**src/rtl/fis_pkg.sv**
```systemverilog
`default_nettype none

package fis_pkg;

	// ****************************************
	// timing
	// ****************************************
	localparam int CLK_PERIOD_NS   = 8;    // 125 mhz system clock
	localparam int FILT_PERIOD_MIN_US = 20;   // shortest filter clock period
	localparam int FILT_PERIOD_MAX_US = 3000; // longest filter clock period
	// least time rounds up, longest time rounds down
	localparam int FILT_MIN_CYC =
		(FILT_PERIOD_MIN_US * 1000 + CLK_PERIOD_NS - 1) / CLK_PERIOD_NS;
	localparam int FILT_MAX_CYC =
		(FILT_PERIOD_MAX_US * 1000) / CLK_PERIOD_NS;

	// ****************************************
	// filter divider
	// ****************************************
	localparam logic [6:0] DIV_RATIO_LOW  = 7'h08; // select low
	localparam logic [6:0] DIV_RATIO_HIGH = 7'h40; // select high

	// ****************************************
	// frame layout
	// ****************************************
	localparam logic [4:0] FRAME_LONG  = 5'h10; // strap low
	localparam logic [4:0] FRAME_SHORT = 5'h08; // strap high
	localparam int BIT_UV   = 7;
	localparam int BIT_OT   = 6;
	localparam int BIT_PAR_ALL = 5; // parity over all inputs
	localparam int BIT_PAR_UP  = 4; // parity over inputs 5 to 8
	localparam int BIT_PAR_LO  = 3; // parity over inputs 1 to 4
	localparam int BIT_PAR_MID = 2; // parity over inputs 3 to 6
	localparam int BIT_LOW  = 1;
	localparam int BIT_STOP = 0;
	localparam logic LOW_LEVEL  = 1'b0;
	localparam logic STOP_LEVEL = 1'b1;

	// ****************************************
	// pin bundle positions and reset levels
	// ****************************************
	localparam int PIN_CS   = 6;
	localparam int PIN_SCK  = 5;
	localparam int PIN_MOSI = 4;
	localparam int PIN_FLS  = 3;
	localparam int PIN_UV   = 2;
	localparam int PIN_OT   = 1;
	localparam int PIN_LOST = 0;
	localparam logic [6:0] PIN_RST = 7'h46; // select, alarms idle high
	localparam int FIFO_DEPTH = 8;

	// take a bit only where the last two sync stages agree
	function automatic logic [31:0] agree(input logic [31:0] a,
		input logic [31:0] b, input logic [31:0] old);
		agree = (a & ~(a ^ b)) | (old & (a ^ b));
	endfunction : agree

endpackage : fis_pkg

`default_nettype wire

```
**src/rtl/stream_if.sv**
```systemverilog
`default_nettype none

// valid/ready word stream between the shifter and its buffer
interface stream_if #(parameter int W = 16);
	logic         valid; // word offered
	logic         ready; // word accepted
	logic [W-1:0] data;  // word content
	modport src (output valid, output data, input ready);
	modport snk (input valid, input data, output ready);
endinterface : stream_if

`default_nettype wire

```
**src/rtl/word_fifo.sv**
```systemverilog
`default_nettype none

// ****************************************
// word buffer with registered head
// ****************************************
module word_fifo #(
	parameter int W     = 16,
	parameter int DEPTH = 8
) (
	// clock and reset
	input  wire logic         clk,
	input  wire logic         reset,
	// filling side
	stream_if.snk             wr,
	// draining side
	output logic [W-1:0]      out_data,
	output logic              out_valid,
	input  wire logic         out_ready
);
	localparam int AW = $clog2(DEPTH);
	localparam int CW = $clog2(DEPTH + 1);

	logic [W-1:0]  mem_q [DEPTH];  // storage
	logic [AW-1:0] wp_q;           // write index
	logic [AW-1:0] rp_q;           // read index
	logic [CW-1:0] cnt_q;          // words held in storage
	logic          push;
	logic          pop;

	// honest full: ready drops the moment storage is full
	assign wr.ready = (cnt_q != CW'(DEPTH));
	assign push     = wr.valid & wr.ready;
	// refill the head whenever it empties or is taken
	assign pop      = (cnt_q != '0) & (~out_valid | out_ready);

	// storage write
	always_ff @(posedge clk) begin
		if (push) begin
			mem_q[wp_q] <= wr.data;
		end
	end

	// pointers and fill count
	always_ff @(posedge clk or posedge reset) begin
		if (reset) begin
			wp_q  <= '0;
			rp_q  <= '0;
			cnt_q <= '0;
		end else begin
			if (push) begin
				wp_q <= (wp_q == AW'(DEPTH - 1)) ? '0 : wp_q + 1'b1;
			end
			if (pop) begin
				rp_q <= (rp_q == AW'(DEPTH - 1)) ? '0 : rp_q + 1'b1;
			end
			cnt_q <= cnt_q + CW'(push) - CW'(pop);
		end
	end

	// head register keeps the output straight from flops
	always_ff @(posedge clk or posedge reset) begin
		if (reset) begin
			out_valid <= 1'b0;
			out_data  <= '0;
		end else if (pop) begin
			out_valid <= 1'b1;
			out_data  <= mem_q[rp_q];
		end else if (out_ready) begin
			out_valid <= 1'b0;
		end
	end

endmodule : word_fifo

`default_nettype wire

```
**src/rtl/input_filter.sv**
```systemverilog
`default_nettype none

// ****************************************
// two-step sampling filter on divided oscillator
// ****************************************
module input_filter #(
	parameter int N = 8
) (
	// clock and reset
	input  wire logic         clk,
	input  wire logic         reset,
	// pins
	input  wire logic [N-1:0] comp_in,
	input  wire logic         osc_in,
	input  wire logic         div_sel,
	// results
	output logic [N-1:0]      state_q,
	output logic              tick_q
);
	localparam int PW = N + 2;

	logic [PW-1:0] s1_q, s2_q, s3_q; // three-flop synchroniser
	logic [PW-1:0] lvl_q;            // agreed pin levels
	logic [PW-1:0] lvl_d;
	logic          osc_rise;
	logic [6:0]    ratio;
	logic [6:0]    div_q;            // oscillator edge count
	logic [N-1:0]  st1_q, st2_q;     // sample stages

	assign lvl_d = PW'(fis_pkg::agree(32'(s2_q), 32'(s3_q), 32'(lvl_q)));
	assign osc_rise = lvl_d[N] & ~lvl_q[N];
	assign ratio = lvl_q[N+1] ? fis_pkg::DIV_RATIO_HIGH
		: fis_pkg::DIV_RATIO_LOW;

	// pin synchroniser
	always_ff @(posedge clk or posedge reset) begin
		if (reset) begin
			s1_q  <= '0;
			s2_q  <= '0;
			s3_q  <= '0;
			lvl_q <= '0;
		end else begin
			s1_q  <= {div_sel, osc_in, comp_in};
			s2_q  <= s1_q;
			s3_q  <= s2_q;
			lvl_q <= lvl_d;
		end
	end

	// divider to filter clock
	always_ff @(posedge clk or posedge reset) begin
		if (reset) begin
			div_q  <= '0;
			tick_q <= 1'b0;
		end else begin
			tick_q <= 1'b0;
			if (osc_rise) begin
				if (div_q >= ratio - 7'h01) begin
					div_q  <= '0;
					tick_q <= 1'b1;
				end else begin
					div_q <= div_q + 7'h01;
				end
			end
		end
	end

	// two stages, then commit where they agree: 2..3 periods
	always_ff @(posedge clk or posedge reset) begin
		if (reset) begin
			st1_q   <= '0;
			st2_q   <= '0;
			state_q <= '0;
		end else if (tick_q) begin
			st1_q   <= lvl_q[N-1:0];
			st2_q   <= st1_q;
			state_q <= N'(fis_pkg::agree(32'(st1_q), 32'(st2_q),
				32'(state_q)));
		end
	end

	a_div_range:
	// checked per counted edge: a ratio switch may leave a high count
	// that the next edge wraps
	assert property (@(posedge clk) disable iff (reset)
		osc_rise |=> div_q < $past(ratio))
	else $error("divider count beyond ratio");

	a_filter_take:
	assert property (@(posedge clk) disable iff (reset)
		tick_q |=> ((state_q ^ $past(st1_q)) & ~$past(st1_q ^ st2_q))
		== '0)
	else $error("agreeing samples not committed");

	a_filter_hold:
	assert property (@(posedge clk) disable iff (reset)
		tick_q |=> ((state_q ^ $past(state_q)) & $past(st1_q ^ st2_q))
		== '0)
	else $error("state moved on disagreeing samples");

endmodule : input_filter

`default_nettype wire

```
**src/rtl/filtered_input_spi_shifter.sv**
```systemverilog
`default_nettype none

// ****************************************
// filtered eight-input spi mode 0 shifter
// ****************************************
module filtered_input_spi_shifter #(
	parameter int N               = 8,
	parameter int FILT_MIN_CYCLES = fis_pkg::FILT_MIN_CYC,
	parameter int FILT_MAX_CYCLES = fis_pkg::FILT_MAX_CYC
) (
	// clock and reset
	input  wire logic         clk,
	input  wire logic         reset,
	// spi pins
	input  wire logic         cs_n,
	input  wire logic         sck,
	input  wire logic         mosi,
	output logic              miso,
	output logic              miso_n,
	output logic              miso_oe,
	// straps
	input  wire logic         frame_length_select,
	input  wire logic         filter_divider_select,
	// analog front end
	input  wire logic [N-1:0] comp_in,
	input  wire logic         osc_in,
	input  wire logic         undervoltage_alarm_n,
	input  wire logic         overtemp_alarm_n,
	input  wire logic         supply_lost,
	// status
	output logic [N-1:0]      input_state,
	output logic              filter_period_fault,
	// received words
	output logic [15:0]       rx_data,
	output logic              rx_valid,
	input  wire logic         rx_ready,
	output logic              rx_overrun
);

	// ****************************************
	// declarations
	// ****************************************
	logic [6:0]  s1_q, s2_q, s3_q; // pin synchroniser stages
	logic [6:0]  lvl_q;            // agreed pin levels
	logic [6:0]  lvl_d;
	logic        cs_fall;          // select went low
	logic        cs_rise;          // select went high
	logic        active;           // select is low
	logic        sck_rise;
	logic        sck_fall;
	logic        mosi_now;
	logic        lost_now;
	logic [15:0] sh_q;             // output shift register
	logic [15:0] sh_d;
	logic [15:0] load_word;        // frame built at select fall
	logic        cap_q;            // data bit caught on rising edge
	logic        seen_q;           // a rising edge came this frame
	logic        short_q;          // frame length latched at fall
	logic [4:0]  cnt_q;            // bits received this frame
	logic [15:0] rx_q;             // received bits
	logic [15:0] pend_q;           // word waiting for the buffer
	logic        pend_v_q;
	logic [19:0] per_q;            // cycles since last filter tick
	logic        tick;
	logic        miso_d;

	stream_if #(.W(16)) rx_if ();

	// ****************************************
	// pin synchroniser, change counts once stages agree
	// ****************************************
	assign lvl_d = 7'(fis_pkg::agree(32'(s2_q), 32'(s3_q), 32'(lvl_q)));

	// three flops per pin
	always_ff @(posedge clk or posedge reset) begin
		if (reset) begin
			s1_q  <= fis_pkg::PIN_RST;
			s2_q  <= fis_pkg::PIN_RST;
			s3_q  <= fis_pkg::PIN_RST;
			lvl_q <= fis_pkg::PIN_RST;
		end else begin
			s1_q  <= {cs_n, sck, mosi, frame_length_select,
				undervoltage_alarm_n, overtemp_alarm_n, supply_lost};
			s2_q  <= s1_q;
			s3_q  <= s2_q;
			lvl_q <= lvl_d;
		end
	end

	// edges of agreed levels
	assign cs_fall  = lvl_q[fis_pkg::PIN_CS] & ~lvl_d[fis_pkg::PIN_CS];
	assign cs_rise  = ~lvl_q[fis_pkg::PIN_CS] & lvl_d[fis_pkg::PIN_CS];
	assign active   = ~lvl_q[fis_pkg::PIN_CS];
	assign sck_rise = ~lvl_q[fis_pkg::PIN_SCK] & lvl_d[fis_pkg::PIN_SCK];
	assign sck_fall = lvl_q[fis_pkg::PIN_SCK] & ~lvl_d[fis_pkg::PIN_SCK];
	assign mosi_now = lvl_d[fis_pkg::PIN_MOSI];
	assign lost_now = lvl_d[fis_pkg::PIN_LOST];

	// ****************************************
	// input filter
	// ****************************************
	input_filter #(.N(N)) u_filter (
		.clk     (clk),
		.reset   (reset),
		.comp_in (comp_in),
		.osc_in  (osc_in),
		.div_sel (filter_divider_select),
		.state_q (input_state),
		.tick_q  (tick)
	);

	// ****************************************
	// filter period watch
	// ****************************************
	// flags a filter clock faster or slower than the legal span;
	// the oscillator is external, so this only reports
	always_ff @(posedge clk or posedge reset) begin
		if (reset) begin
			per_q               <= '0;
			filter_period_fault <= 1'b0;
		end else if (tick) begin
			per_q <= '0;
			filter_period_fault <= (per_q < 20'(FILT_MIN_CYCLES - 1)) |
				(per_q > 20'(FILT_MAX_CYCLES - 1));
		end else if (per_q <= 20'(FILT_MAX_CYCLES)) begin
			per_q <= per_q + 20'h00001;
		end else begin
			// stalled oscillator: long period reported at once
			filter_period_fault <= 1'b1;
		end
	end

	// ****************************************
	// frame assembly
	// ****************************************
	// parity bits high on even count of ones
	always_comb begin
		load_word = '0;
		load_word[15:8] = input_state; // input eight leads
		if (!lvl_d[fis_pkg::PIN_FLS]) begin
			load_word[fis_pkg::BIT_UV]  =
				lvl_d[fis_pkg::PIN_UV];
			load_word[fis_pkg::BIT_OT]  = lvl_d[fis_pkg::PIN_OT];
			load_word[fis_pkg::BIT_PAR_ALL] = ~^input_state;
			load_word[fis_pkg::BIT_PAR_UP] = ~^input_state[7:4];
			load_word[fis_pkg::BIT_PAR_LO] = ~^input_state[3:0];
			load_word[fis_pkg::BIT_PAR_MID] = ~^input_state[5:2];
			load_word[fis_pkg::BIT_LOW]  = fis_pkg::LOW_LEVEL;
			load_word[fis_pkg::BIT_STOP] = fis_pkg::STOP_LEVEL;
		end
	end

	// ****************************************
	// shift register
	// ****************************************
	// next value of the shifter, msb on the wire unless supply is lost
	always_comb begin
		sh_d = sh_q;
		if (cs_fall) begin
			sh_d = load_word;
		end else if (active && sck_fall && seen_q) begin
			// falling edge before any rising edge is ignored
			sh_d = {sh_q[14:0], cap_q};
		end
	end

	// shifter register
	always_ff @(posedge clk or posedge reset) begin
		if (reset) begin
			sh_q <= '0;
		end else begin
			sh_q <= sh_d;
		end
	end

	// rising edge capture, only while selected
	always_ff @(posedge clk or posedge reset) begin
		if (reset) begin
			cap_q   <= 1'b0;
			seen_q  <= 1'b0;
			cnt_q   <= '0;
			rx_q    <= '0;
			short_q <= 1'b0;
		end else if (cs_fall) begin
			seen_q  <= 1'b0;
			cnt_q   <= '0;
			short_q <= lvl_d[fis_pkg::PIN_FLS]; // strap held in frame
		end else if (active && sck_rise) begin
			cap_q  <= mosi_now;
			seen_q <= 1'b1;
			rx_q   <= {rx_q[14:0], mosi_now};
			if (cnt_q != 5'h1f) begin
				cnt_q <= cnt_q + 5'h01;
			end
		end
	end

	// ****************************************
	// serial output
	// ****************************************
	// lost supply pulls the wire low so the stop bit reads low
	assign miso_d = lost_now ? 1'b0 : sh_d[15];

	// output pins registered; float when select is high
	always_ff @(posedge clk or posedge reset) begin
		if (reset) begin
			miso    <= 1'b0;
			miso_n  <= 1'b1;
			miso_oe <= 1'b0;
		end else begin
			miso    <= miso_d;
			miso_n  <= ~miso_d;
			miso_oe <= ~lvl_d[fis_pkg::PIN_CS];
		end
	end

	// ****************************************
	// received words into the buffer
	// ****************************************
	// a frame counts once all its bits came within one select
	// cycle; the master cannot be stalled, so a word that finds
	// the holding slot busy is dropped and reported
	always_ff @(posedge clk or posedge reset) begin
		if (reset) begin
			pend_q     <= '0;
			pend_v_q   <= 1'b0;
			rx_overrun <= 1'b0;
		end else begin
			rx_overrun <= 1'b0;
			if (pend_v_q && rx_if.ready) begin
				pend_v_q <= 1'b0;
			end
			if (cs_rise && cnt_q >= (short_q ? fis_pkg::FRAME_SHORT
				: fis_pkg::FRAME_LONG)) begin
				if (pend_v_q && !rx_if.ready) begin
					rx_overrun <= 1'b1;
				end else begin
					pend_q   <= short_q ? {8'h00, rx_q[7:0]} : rx_q;
					pend_v_q <= 1'b1;
				end
			end
		end
	end

	assign rx_if.valid = pend_v_q;
	assign rx_if.data  = pend_q;

	word_fifo #(.W(16), .DEPTH(fis_pkg::FIFO_DEPTH)) u_fifo (
		.clk       (clk),
		.reset     (reset),
		.wr        (rx_if),
		.out_data  (rx_data),
		.out_valid (rx_valid),
		.out_ready (rx_ready)
	);

	// ****************************************
	// checks
	// ****************************************
	a_idle_float:
	assert property (@(posedge clk) disable iff (reset)
		(lvl_d[fis_pkg::PIN_CS] && lvl_q[fis_pkg::PIN_CS]) |=> !miso_oe)
	else $error("output driven while deselected");

	a_load_frame:
	assert property (@(posedge clk) disable iff (reset)
		cs_fall |=> sh_q[15:8] == $past(input_state) && miso_oe)
	else $error("inputs not loaded at select fall");

	a_first_bit:
	assert property (@(posedge clk) disable iff (reset)
		cs_fall |=> miso == ($past(lost_now) ? 1'b0
		: $past(input_state[N-1])))
	else $error("first bit not on wire at select fall");

	a_no_early_shift:
	assert property (@(posedge clk) disable iff (reset)
		(sck_fall && !seen_q && !cs_fall) |=> $stable(sh_q))
	else $error("shift before first rising edge");

	a_shift_msb:
	assert property (@(posedge clk) disable iff (reset)
		(active && sck_fall && seen_q && !cs_fall)
		|=> sh_q == {$past(sh_q[14:0]), $past(cap_q)})
	else $error("shift did not move one place");

	a_sample_rise:
	assert property (@(posedge clk) disable iff (reset)
		(active && sck_rise && !cs_fall) |=> cap_q == $past(mosi_now)
		&& rx_q[0] == $past(mosi_now) && seen_q)
	else $error("data input not sampled on rise");

	a_stop_bits:
	assert property (@(posedge clk) disable iff (reset)
		(cs_fall && !lvl_d[fis_pkg::PIN_FLS])
		|=> sh_q[1:0] == 2'h1 && sh_q[5] == ~^$past(input_state)
		&& sh_q[2] == ~^$past(input_state[5:2]))
	else $error("control bits wrong in long frame");

	a_short_frame:
	assert property (@(posedge clk) disable iff (reset)
		(cs_fall && lvl_d[fis_pkg::PIN_FLS]) |=> sh_q[7:0] == 8'h00)
	else $error("short frame carries control bits");

	a_lost_low:
	assert property (@(posedge clk) disable iff (reset)
		lost_now |=> !miso)
	else $error("output not forced low on lost supply");

endmodule : filtered_input_spi_shifter

`default_nettype wire

```
**config.mk**
```make
export PLATFORM = sky130hd
export DESIGN_NAME = filtered_input_spi_shifter
export DESIGN_NICKNAME = d
export VERILOG_FILES = /design/src/rtl/fis_pkg.sv /design/src/rtl/stream_if.sv /design/src/rtl/word_fifo.sv /design/src/rtl/input_filter.sv /design/src/rtl/filtered_input_spi_shifter.sv
export SDC_FILE = /design/constraint.sdc
export NUM_CORES = 1
export LEC_CHECK = 0
export BUFFER_PORTS_ARGS = -buffer_cell sky130_fd_sc_hd__buf_2
export CAP_MARGIN = 15
export CORE_MARGIN = 2
export CORE_UTILIZATION = 65
export CTS_CLUSTER_DIAMETER = 200
export CTS_CLUSTER_SIZE = 8
export DETAILED_ROUTE_END_ITERATION = 8
export PLACE_DENSITY = 0.84
export SKIP_LAST_GASP = 1
export SLEW_MARGIN = 20
export SYNTH_ARGS = -nofsm -noshare
export SYNTH_HDL_FRONTEND = slang
export SYNTH_HIERARCHICAL = 1
export SYNTH_SLANG_ARGS = --single-unit
```
**constraint.sdc**
```tcl
create_clock -name clk -period 5.2 [get_ports clk]
set_input_delay 0.26 -clock clk [delete_from_list [all_inputs] [get_ports clk]]
set_output_delay 0.26 -clock clk [all_outputs]
set_load 0.02 [all_outputs]
```
; Word-level counts from Yosys, hierarchy flattened
; Memory sizes are Yosys's and may differ from the RTL's. A register that Yosys moved wholly into a read port is not among the register bits.
; Cells that the tools add are included.
[classes]
shift = 0
n_div = 0
muxes = 30
reduce_logical = 20
eq_ne = 5
mul = 0
n_bitwise = 33
n_lt_le_gt_ge = 5
addsub = 8
[op_table]
columns = op, n
row1 = $mux 16, 3
row2 = $mux 20, 2
row3 = $add 20x1->20 const B, 1
row4 = $and 10x10->10, 2
row5 = $gt 20x19->1 const B, 1
row6 = $le 20x19->1 const B, 1
row7 = $lt 20x12->1 const B, 1
row8 = $mux 5, 4
row9 = $and 8x8->8, 2
row10 = $mux 1, 16
row11 = $and 7x7->7, 2
row12 = $mux 7, 2
row13 = $reduce_xnor 4->1, 3
row14 = $not 10->10, 1
row15 = $or 10x10->10, 1
row16 = $reduce_bool 2->1, 5
row17 = $xor 10x10->10, 1
row18 = $not 1->1, 9
row19 = $mux 8, 1
row20 = $not 8->8, 1
row21 = $or 8x8->8, 1
row22 = $reduce_xnor 8->1, 1
row23 = $xor 8x8->8, 1
row24 = $add 7x1->7 const B, 1
row25 = 21 further kinds, 38
[word_totals]
ram_bits = 128
in_bits = 20
output_inout_bits = 30
memories = 1
romBits = 0
elab_cells = 134
reg_bits = 193
latchBits = 0
[memory_table]
columns = memory, depth, width, read_ports, rd_clocked_by_memory_dff, write_ports, line_no
row1 = u_fifo.mem_q, 8, 16, 1, 1, 1, word_fifo.sv:23  ; logic [W-1:0] mem_q [DEPTH];

; Depth between registers and ports, before layout
; Gate-level depths: netlist (run 1).
[logic_depth]
word_depth = 12
mapped_depth = 12
mapped_depth_nobuf = 11

; Hierarchy
; Netlist (run 1), hierarchy kept.
[modules_own_cells]
columns = module, n_inst, cells_per_inst, area_each_um2, seq_area_each_um2
row1 = word_fifo, 1, 356, 6254.7, 4519.3
row2 = filtered_input_spi_shifter, 1, 384, 4506.8, 2743.9
row3 = input_filter, 1, 176, 2578.7, 1801.7

; Worst setup path after synthesis (run 1)
; OpenSTA, ideal clock, no wires.
[synth_path]
path_kind = reg-to-reg
startpoint = reg u_fifo.cnt_q[2]
endpoint = mem u_fifo.mem_q[0][0], enable pin
synth_period_minus_slack_ps = 2854
n_path_buf = 0
setup_slack_ps = 2346
t_arrival_ps = 2424
setup_ps = 430
required_ps = 4770
stages_incl_launch_ff = 6
cell_sequence = dfrtp_1 > inv_1 > ha_1 > or3b_1 > nand2_2 > nor4_1
[synth_between]
elab_chain_cells = 4
[synth_rtl]
columns = item, line_no
row1 = "start, declared", word_fifo.sv:26  ; logic [CW-1:0] cnt_q;
row2 = "start signal, assigned", word_fifo.sv:56  ; cnt_q <= cnt_q + CW'(push) - CW'(pop);
row3 = $ne 4x4->1, word_fifo.sv:31  ; assign wr.ready = (cnt_q != CW'(DEPTH));
row4 = via rx_if.ready, stream_if.sv:6  ; logic ready;
row5 = $and 1x1->1, word_fifo.sv:32  ; assign push = wr.valid & wr.ready;
row6 = $mux 1, word_fifo.sv:38  ; if (push) begin
row7 = $mux 1 (implied by the code), word_fifo.sv:39  ; mem_q[wp_q] <= wr.data;
row8 = "end, declared", word_fifo.sv:23
; The timed path passes the listed nets, and every way through them passes these cells.

; Worst setup path after layout (run 1)
[layout_path]
startpoint = reg u_fifo.cnt_q[2]
endpoint = reg u_fifo.cnt_q[2]
[layout_between]
word_cells_on_any_way = 6
cone_classes = 2 x add/sub / 1 x eq/ne / 2 x bitwise / 1 x reduce/logical
[layout_lines]
columns = item, line_no
row1 = $reduce_bool 4->1, word_fifo.sv:34  ; assign pop = (cnt_q != '0) & (~out_valid | out_ready);
row2 = $and 1x1->1, word_fifo.sv:34
row3 = via u_fifo.pop, word_fifo.sv:28  ; logic pop;
row4 = $sub 4x1->4, word_fifo.sv:56
; The timed path passes the listed nets, and every way through them passes these cells.
; A chain may end at the register's enable or synchronous reset.

==> run summary, run 1 <==
Syn Inst Count: 916
Die area: 21690 um^2
Sequential power share: 45.7%
Crit end category: flop
I/O pins: 50
Yosys Warn Count: 6
Main combinational cell family by area after synthesis: multiplexers
NetSw: 2.152 mW
Clk_lat worst skew: 530 ps
Worst vdd ir: 0.3629 mV
Fin Setup TNS: 0 ps
Fin Hold WS: 322.7 ps
Power per standard cell area: 492.0 nW/um^2
Initial drt markers: 498
Hold Path Class: input pin to flop
Gr usage total: 23.94%
Hold path depth: 3
Initial core utilization: 66.14%
Overall routed net length: 24.87 mm
Worst reg2reg path startpoint: u_fifo/cnt_q[2]
Reg2reg setup slack: 1880 ps
Simple-gate area share of the yosys netlist: 7.944%
Max cap viols: 0
Drt pass-1 iters: 5
Nets: 1049
Post-route ant nets: 0
DIE WIDTH: 147.3 um
Via count: 7787
Sequential fraction of the synthesis area: 67.95%
Sinks on Clock Net: 336
Vias per Instance: 5.926
Syn Area/Cell: 14.56 um^2
Number of synthesized flops with an enable pin: 128
Slew Limit Headroom: 25.70%
Worst setup margin: 1879 ps
Clk root buf: clkbuf_16
Top_reg_cell synth: dfrtp_1
Filler Cell Count: 1163
Area of the multi-input gates: 4060 um^2
CP Launch Type: flop
Setup Buffers After CTS: 0
Leak: 6.478 nW
CTS buffer count: 47
Power share of the combinational group: 18.1%
Mux contribution to synthesized area: 9.407%
Critical path data required time: 5610 ps
CTS tree: done
Clock Skews: 19.83 ps
Register Area: 9067 um^2
Area grow syn2layout: 15.34%
Mapped cell area: 13340 um^2
Total power: 7.571 mW
Crit-path max FO: 19
Min cycle time layout: 3321 ps
Adder-Cell Fraction of Synth Area: 3.245%
Net Count, Synth: 958
Clock-pin slew on the worst setup and hold paths: 50 ps
Post-synth ARST share: 61.90%
Die height: 147.3 um
Switch share: 28.42%
Min-delay src: rx_ready
Diode count: 0
Final Non-Filler Cells: 1314
Htree depth: 2
Synth Area in Compound Gates: 8.066%
Pre-CTS setup slack: 1872 ps
Critical path class: flop to flop
Final Max Slew Viols: 0
Largest net degree at the start of global routing: 76
Yosys cell types: 69
Vias in the first global route: 8070
Std-Cell Rows: 52
Final HPWL DP: 14.62 mm
Final setup viols: 0
Clock buffer depth: 3
Status: finished, final reports clean
F_max: 301.1 MHz
Reg2reg end: u_fifo/cnt_q[2]
Worst Reg-to-Reg Cells: 10
Worst-Margin Slew: 1113 ps
Hold Violations, Final: 0
Hold path endpoint: u_fifo/out_valid
Total gr overflow: 0
First-pass GRT wire length: 41.06 mm
Int Power: 5.419 mW
Post-placement cell count: 1210
RSZ-0062 raised after global routing: false
Arr. time, crit path: 3730 ps
Routed len/inst: 18.93 um
IO Port Bufs: 49
XOR/XNOR Fraction of Synth Area: 1.379%
Period utilisation layout: 63.86%
Core footprint: 20170 um^2
Routability Congestion: 0.8086
Antenna violations before repair: 0
Clock power share: 36.2%
Layout cells sized above 1: 22.70%
Drt drc: 0
FF+latch count, synth: 336
## cell usage after synthesis (4+ instances only)
cell / count / area [um^2]
dfstp_2: 13 / 341.6
buf_1: 4 / 15.01
a22oi_1: 7 / 52.55
ha_1: 21 / 262.8
o21ai_0: 40 / 200.2
nand2_1: 44 / 165.2
o31ai_2: 12 / 150.1
o2111ai_1: 4 / 35.03
and3_1: 5 / 31.28
nand2b_1: 25 / 156.4
a22o_1: 16 / 140.1
maj3_1: 15 / 150.1
nand4_1: 6 / 37.54
dfrtp_1: 195 / 4880
buf_6: 6 / 67.56
mux2_2: 72 / 810.8
o22ai_1: 20 / 125.1
nor3_1: 11 / 55.05
buf_2: 6 / 30.03
edfxtp_1: 128 / 3844
or3_1: 10 / 62.56
clkbuf_1: 15 / 56.30
o31ai_1: 8 / 60.06
xnor2_1: 9 / 78.83
nor2_1: 46 / 172.7
nor2b_1: 7 / 43.79
nand3_1: 12 / 60.06
a21oi_1: 32 / 160.2
inv_1: 18 / 67.56
xor2_1: 12 / 105.1
mux2i_1: 38 / 380.4
## logic make-up (layout without fill, tap and decap cells)
logic type | after synthesis | after routing
mux | 115 | 115
compound gates | 158 | 158
simple gates | 195 | 195
buf+inv | 54 | 182
fa+ha+maj | 37 | 37
flops | 336 | 336
xor+xnor | 21 | 21
## layer usage
layer / part of all wire [%] / vias up / GRT usage, %
li1: - / 3562 / -
met2: 51 / 239 / 41.26
met4: 1.9 / 0 / 7.644
met1: 42 / 3941 / 31.40
met3: 5.2 / 45 / 4.224
met5: 0 / - / 0
## power groups by stage
| stage | registers, mW | logic [mW] | clock network, mW |
|---|---|---|---|
| final | 3.46 | 1.37 | 2.74 |
| after global routing | 3.50 | 1.49 | 2.93 |
| after CTS | 3.45 | 1.38 | 2.79 |
| after detailed placement | 3.49 | 1.35 | 0 |
| after global placement | 3.47 | 1.30 | 0 |
| after floorplan | 3.43 | 1.02 | 0 |
## metrics by stage
step / area, um^2 / util (%)
6_report: 15390 / 76.29
5_1_grt: 15390 / 76.29
4_1_cts: 15380 / 76.26
3_5_place_dp: 13850 / 68.68
3_3_place_gp: 13850 / 68.68
2_1_floorplan: 13340 / -
## worst max path at each step
stage | start | endpoint | slack (ps) | cells past startpoint
floorplan | reset | cnt_q[0] | 2090 | 1
global placement | u_fifo/cnt_q[2] | u_fifo/cnt_q[2] | 2060 | 10
detailed placement | u_fifo/cnt_q[2] | u_fifo/cnt_q[2] | 1870 | 10
CTS | u_fifo/cnt_q[2] | u_fifo/cnt_q[2] | 1870 | 10
global route | u_fifo/cnt_q[2] | u_fifo/cnt_q[2] | 1680 | 10
finish | u_fifo/cnt_q[2] | u_fifo/cnt_q[2] | 1880 | 10
## cells in the final DEF (no fill, tap or decap), types with 8 or more instances in the layout
cell type / Yosys / layout
a21oi_1: 32 / 32
dlygate4sd3_1: 0 / 18
inv_1: 18 / 15
clkbuf_16: 0 / 47
nor2_1: 46 / 43
or3_1: 10 / 10
o22ai_1: 20 / 20
dfrtp_1: 195 / 193
xor2_1: 12 / 12
o31ai_2: 12 / 12
buf_2: 6 / 49
mux2i_1: 38 / 38
xnor2_1: 9 / 9
buf_4: 3 / 10
o31ai_1: 8 / 8
clkbuf_1: 15 / 37
nand2_1: 44 / 44
dfstp_2: 13 / 13
o21ai_0: 40 / 40
maj3_1: 15 / 15
edfxtp_1: 128 / 128
mux2_2: 72 / 72
a22o_1: 16 / 16
ha_1: 21 / 21
nand3_1: 12 / 12
nand2b_1: 25 / 25
## state kept, by name, summed over array words and instances (netlist names), 8 cells and up, named ones only
register and flops:
u_filter/st2_q 8, u_filter/s1_q 10, u_fifo/mem_q 128, u_filter/st1_q 8, per_q 20, u_filter/s2_q 10
sh_q 16, rx_q 16, pend_q 16, u_filter/s3_q 10, u_fifo/out_data 16
## worst max-delay path, stage by stage (launching register included)
cell and delay (ps):
dfrtp_1 360, inv_1 100, ha_1 170, nor3b_4 550, or2_1 780, inv_2 140
ha_1 320, inv_1 40, ha_1 200, fa_1 380, xor2_1 150
## layout make-up
| type | instances | share of cell area, % |
|---|---|---|
| tap | 270 | 2.195 |
| clock buffer | 84 | 8.546 |
| multi-input combinational | 526 | 26.39 |
| timing repair buffer | 77 | 3.253 |
| inverter | 19 | 0.4798 |
| sequential | 336 | 58.93 |
| clock inverter | 2 | 0.2114 |
## timing repair
| action | in CTS | in global routing |
|---|---|---|
| resized for setup | 0 | 0 |
| hold buffers | 18 | 0 |
| hold endpoints to repair | 53 | 0 |
| endpoints found under the setup margin | 0 | 0 |
Note: power is estimated with default switching activity, not from simulation.
==> run 2, diff against run 1 <==
--- a/config.mk
+++ b/config.mk
@@ -5,14 +5,15 @@
 export SDC_FILE = /design/constraint.sdc
 export NUM_CORES = 1
 export LEC_CHECK = 0
+export ABC_AREA = 1
 export BUFFER_PORTS_ARGS = -buffer_cell sky130_fd_sc_hd__buf_2
 export CAP_MARGIN = 15
 export CORE_MARGIN = 2
-export CORE_UTILIZATION = 65
+export CORE_UTILIZATION = 56
 export CTS_CLUSTER_DIAMETER = 200
 export CTS_CLUSTER_SIZE = 8
 export DETAILED_ROUTE_END_ITERATION = 8
-export PLACE_DENSITY = 0.84
+export PLACE_DENSITY = 0.77
 export SKIP_LAST_GASP = 1
 export SLEW_MARGIN = 20
 export SYNTH_ARGS = -nofsm -noshare
==> constraint.sdc (replaced) <==
create_clock -name clk -period 3 [get_ports clk]
set_input_delay 0.15 -clock clk [delete_from_list [all_inputs] [get_ports clk]]
set_output_delay 0.15 -clock clk [all_outputs]
set_load 0.02 [all_outputs]
==> run summary, run 2 <==
Non-Filler Cell Area, Final: 16290 um^2
Commonest cells after routing, fill and taps aside: 441 x nand2_1, 194 x dfrtp_1, 169 x inv_1, 141 x nand3_1, 128 x edfxtp_1
Int Power: 9.159 mW
Sequential power share: 43.3%
FF+latch count, synth: 336
Core footprint: 25040 um^2
Switch share: 30.70%
Post-synth ARST share: 61.90%
Critical path data required time: 3430 ps
Worst-Margin Slew: 881.6 ps
Period utilisation layout: 73.94%
CP Launch Type: flop
Fin Setup TNS: 0 ps
Initial core utilization: 56.82%
Sinks on Clock Net: 336
Syn Area/Cell: 9.983 um^2
Share of the synthesized area in the top cell type: 34.30%
Min cycle time layout: 2218 ps
Initial drt markers: 684
Top cells by area, synth: dfrtp_1 34%, edfxtp_1 27%, nand2_1 12%, nand3_1 5.0%, inv_1 4.5%
Top cell type by total area after synthesis: dfrtp_1
Largest net degree at the start of global routing: 73
Htree depth: 2
Routability Congestion: 0.8429
Vias per Instance: 5.117
Yosys Warn Count: 6
Most frequent CP cell: ha_1
Arr. time, crit path: 2650 ps
DIE WIDTH: 163.4 um
Clk root buf: clkbuf_16
Clk_lat worst skew: 550 ps
Most common library cells after synthesis: 441 x nand2_1, 195 x dfrtp_1, 172 x inv_1, 141 x nand3_1, 128 x edfxtp_1
I/O pins: 50
Top reg by flops: u_fifo/mem_q
Number of synthesized flops with an enable pin: 128
Gr usage total: 21.56%
Max cap viols: 0
Commonest non-fill, non-tap cell in the layout: nand2_1
Placed cell area: 14720 um^2
CTS buffer count: 47
Crit end category: flop
Clock buffer depth: 3
Die area: 26690 um^2
Hold Path Class: input pin to flop
Clock power share: 36.5%
Yosys cell types: 43
Layout cells sized above 1: 11.21%
NetSw: 4.058 mW
Mapped cell area: 14230 um^2
Std-Cell Rows: 58
Final setup viols: 0
F_max: 450.8 MHz
Overall routed net length: 27.24 mm
Vias in the first global route: 9576
Max stage delay on crit path: 380 ps
Syn Inst Count: 1425
Worst vdd ir: 0.7088 mV
Routed len/inst: 14.48 um
Post-route ant nets: 0
Top_reg_cell synth: dfrtp_1
Net Count, Synth: 1467
Antenna violations before repair: 0
Hold Violations, Final: 0
Total gr overflow: 0
Clock-pin slew on the worst setup and hold paths: 50 ps
Slew Limit Headroom: 41.23%
Max reg flops: 128
Final Max Slew Viols: 0
Crit-path max FO: 18
Critical path class: flop to flop
Most frequent cell after synthesis: nand2_1
Final HPWL DP: 16.21 mm
First-pass GRT wire length: 46.31 mm
Crit-path slowest cell: fa_1
RSZ-0062 raised after global routing: false
Resize count post-CTS: 0
Ordered list of cells on the worst path: inv_1 > ha_1 > nand3_1 > nand2_2 > inv_2 > ha_1 > inv_1 > ha_1 > fa_1 > xor2_1
Nets: 1555
Sequential fraction of the synthesis area: 63.72%
Via count: 9630
CTS tree: done
Top Registers: u_fifo/mem_q x128, per_q x20
Power per standard cell area: 811.5 nW/um^2
Clock Skews: 19.10 ps
Power share of the combinational group: 20.2%
Area grow syn2layout: 14.49%
Drt drc: 0
Leak: 7.572 nW
Drt pass-1 iters: 5
IO Port Bufs: 49
Status: finished, final reports clean
Die height: 163.4 um
Diode count: 0
run 2: cell families (layout without fill, tap and decap cells):
family / after synthesis / count (layout) / share of synthesized area, %
AO/OA/AOI/OAI: 88 / 88 / 3.606
buffers and inverters: 238 / 365 / 7.414
flip-flops: 336 / 336 / 63.72
AND/OR/NAND/NOR: 711 / 711 / 21.32
XOR/XNOR: 18 / 18 / 1.108
adder cells (fa/ha/maj): 34 / 34 / 2.832
run 2: what timing repair did:
| item | CTS | global route |
|---|---|---|
| buffers inserted | 0 | 0 |
| hold buffers | 19 | 0 |
| endpoints found under the hold margin | 140 | 0 |
run 2: through the flow:
step	cells	power [mW]	utilization (%)	setup slack [ps]	hold slack [ps]
final	1882	13.22	65.05	781.7	242.0
after global placement	1775	8.335	58.81	811.1	255.8
after detailed placement	1775	8.437	58.81	766.6	256.5
after floorplan	1425	7.813	-	885.7	154.5
after global routing	1882	13.99	65.05	562.4	227.9
after CTS	1882	13.34	65.05	758.1	221.6
run 2: worst max-delay path: cells and delay by family (launching register included):
family                     cells  cell delay (ps)
and+or+nand+nor                2              380
buffers and inverters          3              210
DFF                            1              360
adders and majority gates      4             1010
xor gates and xnor gates       1              150
run 2: routing by layer:
| metal | GRT usage [%] | vias to the layer above | routed length (um) | share of wire [%] |
|---|---|---|---|---|
| li1 | - | 4763 | - | - |
| met1 | 28.63 | 4595 | 11910 | 44 |
| met2 | 36.67 | 221 | 13440 | 49 |
| met3 | 3.327 | 51 | 1312 | 4.8 |
| met4 | 6.999 | 0 | 578 | 2.1 |
| met5 | 0 | - | 0 | 0 |
run 2: final timing paths:
check / cells past startpoint / endpoint / from / slack [ps]
worst min register to register: 0 / u_filter/s2_q[6] / u_filter/s1_q[6] / 340
worst min-delay path: 2 / u_filter/s1_q[6] / comp_in[6] / 240
worst max register to register: 10 / u_fifo/cnt_q[2] / u_fifo/cnt_q[2] / 780
worst max-delay path: 10 / u_fifo/cnt_q[2] / u_fifo/cnt_q[2] / 780
min in group asynchronous: 3 / pend_q[9] / reset / 270
max in group asynchronous: 4 / s2_q[1] / reset / 1840
run 2: power by group through the flow:
stage / sequential, mW / combinational, mW / clock, mW
3_5_place_dp: 5.79 / 2.64 / 0
2_1_floorplan: 5.79 / 2.02 / 0
6_report: 5.72 / 2.67 / 4.82
5_1_grt: 5.79 / 3.04 / 5.15
4_1_cts: 5.72 / 2.69 / 4.93
3_3_place_gp: 5.77 / 2.57 / 0
run 2: area by class of cell:
cell class | count | area [um^2]
Sequential cell | 336 | 9066
Clock buffer | 85 | 1319
Fill cell | 1902 | 8750
Inverter | 188 | 709.4
Tap cell | 330 | 412.9
Clock inverter | 3 | 55.05
Timing Repair Buffer | 89 | 618.1
Multi-Input combinational cell | 851 | 4106
==> run 3, diff against run 2 <==
--- a/config.mk
+++ b/config.mk
@@ -5,15 +5,15 @@
 export SDC_FILE = /design/constraint.sdc
 export NUM_CORES = 1
 export LEC_CHECK = 0
-export ABC_AREA = 1
+export ABC_AREA = 0
 export BUFFER_PORTS_ARGS = -buffer_cell sky130_fd_sc_hd__buf_2
 export CAP_MARGIN = 15
 export CORE_MARGIN = 2
-export CORE_UTILIZATION = 56
+export CORE_UTILIZATION = 61
 export CTS_CLUSTER_DIAMETER = 200
 export CTS_CLUSTER_SIZE = 8
 export DETAILED_ROUTE_END_ITERATION = 8
-export PLACE_DENSITY = 0.77
+export PLACE_DENSITY = 0.8
 export SKIP_LAST_GASP = 1
 export SLEW_MARGIN = 20
 export SYNTH_ARGS = -nofsm -noshare
==> constraint.sdc (replaced) <==
create_clock -name clk -period 2.22 [get_ports clk]
set_input_delay 0.111 -clock clk [delete_from_list [all_inputs] [get_ports clk]]
set_output_delay 0.111 -clock clk [all_outputs]
set_load 0.02 [all_outputs]
==> run summary, run 3 (synthesized netlist as in run 1, its figures left out) <==
I/O pins: 50
Max cap viols: 0
Reg2reg setup slack: 150 ps
Top Registers: u_fifo/mem_q x128, per_q x20
Worst reg2reg path startpoint: u_fifo/cnt_q[2]
Antenna violations before repair: 0
F_max: 484.1 MHz
Max reg flops: 128
Std-Cell Rows: 54
Nets: 1077
Hold Violations, Final: 0
Clock-pin slew on the worst setup and hold paths: 50 ps
Overall routed net length: 25.47 mm
Routed len/inst: 18.82 um
Critical path data required time: 2620 ps
Die area: 23070 um^2
Power per standard cell area: 1147 nW/um^2
Final Max Slew Viols: 0
Htree depth: 2
Reg2reg end: u_fifo/cnt_q[1]
DIE WIDTH: 151.9 um
Vias in the first global route: 8282
Crit end category: flop
Vias per Instance: 5.779
Status: finished, final reports clean
Commonest non-fill, non-tap cell in the layout: dfrtp_1
Hold path depth: 5
Leak: 6.669 nW
Worst-Margin Slew: 664.0 ps
Crit-path max FO: 3
End point of the critical path: u_fifo/cnt_q[1]
Largest net degree at the start of global routing: 73
Worst setup margin: 154.4 ps
Area grow syn2layout: 17.97%
Post-route ant nets: 0
Drt drc: 0
Period utilisation layout: 93.05%
Initial drt markers: 571
CP Launch Type: flop
Register Area: 9066 um^2
Area of the multi-input gates: 4058 um^2
Arr. time, crit path: 2460 ps
RSZ-0062 raised after global routing: false
Commonest cells after routing, fill and taps aside: 194 x dfrtp_1, 128 x edfxtp_1, 72 x mux2_2, 49 x buf_2, 48 x clkbuf_16
Pre-CTS setup slack: 71.83 ps
Drt pass-1 iters: 5
CTS tree: done
Filler Cell Count: 1335
Clk root buf: clkbuf_16
Initial core utilization: 61.70%
Hold Path Class: input pin to flop
Worst Reg-to-Reg Cells: 8
CP startpoint: u_fifo/cnt_q[2]
Slew Limit Headroom: 55.64%
Diode count: 0
Core footprint: 21620 um^2
Gr usage total: 22.67%
Final HPWL DP: 14.97 mm
Clock Skews: 20.80 ps
Final setup viols: 0
Routability Congestion: 0.8160
Fin Hold WS: 200.2 ps
Via count: 7819
Layout cells sized above 1: 24.79%
Die height: 151.9 um
Worst vdd ir: 0.8068 mV
Top reg by flops: u_fifo/mem_q
Sinks on Clock Net: 336
Critical path class: flop to flop
Clock buffer depth: 3
IO Port Bufs: 49
CTS buffer count: 47
Total gr overflow: 0
First-pass GRT wire length: 42.29 mm
Min cycle time layout: 2066 ps
Clk_lat worst skew: 540 ps
-- run 3: cell count changes in the layout (fill, tap and decap cells not counted), moves of 25 or more --
cell,previous run,this run
inv_1,169,15
nand3_1,141,12
nand2_1,441,44
mux2i_1,0,38
nand2b_1,0,25
mux2_2,0,72
nor2_1,80,46
-- run 3: what timing repair did --
action | CTS | global route
setup buffers | 0 | 1
endpoints found under the setup margin | 0 | 13
gates resized for setup | 0 | 4
endpoints found under the hold margin | 143 | 0
hold buffers | 18 | 0
-- run 3: stage by stage --
step / area, um^2 / power, mW / instances / utilization, % / setup TNS (ps)
2_1_floorplan: 13360 / 10.42 / 916 / - / -10770
3_3_place_gp: 14150 / 11.32 / 1247 / 65.43 / 0
3_5_place_dp: 14150 / 11.50 / 1247 / 65.43 / 0
4_1_cts: 15720 / 18.15 / 1352 / 72.70 / 0
6_report: 15740 / 18.05 / 1353 / 72.79 / 0
5_1_grt: 15740 / 18.88 / 1353 / 72.79 / 0
-- run 3: layer usage --
metal / part of all wire, % / global-route usage (%) / routed length (um) / up-vias
met5: 0 / 0 / 0 / -
met4: 2.2 / 7.343 / 557 / 0
met3: 4.9 / 4.107 / 1242 / 59
met2: 53 / 40.28 / 13400 / 211
met1: 40 / 28.38 / 10270 / 3934
li1: - / - / - / 3615
-- run 3: power breakdown --
group	switching (mW)	internal [mW]	leakage (nW)	total, mW
Clock	2.52	4.05	0.656	6.57
Combinational	1.85	1.63	2.16	3.47
Sequential	0.731	7.27	3.86	8.00
Total	5.09	13.0	6.67	18.0
-- run 3: worst min path at each step --
stage / slack [ps] / to / from
floorplan: 120 / s1_q[1] / overtemp_alarm_n
global placement: 220 / s1_q[2] / undervoltage_alarm_n
detailed placement: 220 / s1_q[1] / overtemp_alarm_n
CTS: 190 / s1_q[1] / overtemp_alarm_n
global route: 200 / u_filter/s1_q[7] / comp_in[7]
finish: 200 / u_fifo/out_data[10] / rx_ready
-- run 3: layout make-up --
class	instances	share of cell area (%)
clock buffers	85	8.515
clock inverters	2	0.3180
inverters	19	0.4770
multi-input cells	526	25.78
flip-flops and latches	336	57.61
well taps	280	2.226
repair buffers	105	5.072
-- run 3: critical path: stages, from the launching register on --
cell and delay (ps):
dfrtp_1 360, inv_2 70, ha_1 130, or3b_4 400, nand2_2 90, ha_1 220
inv_1 60, ha_1 180, fa_2 430
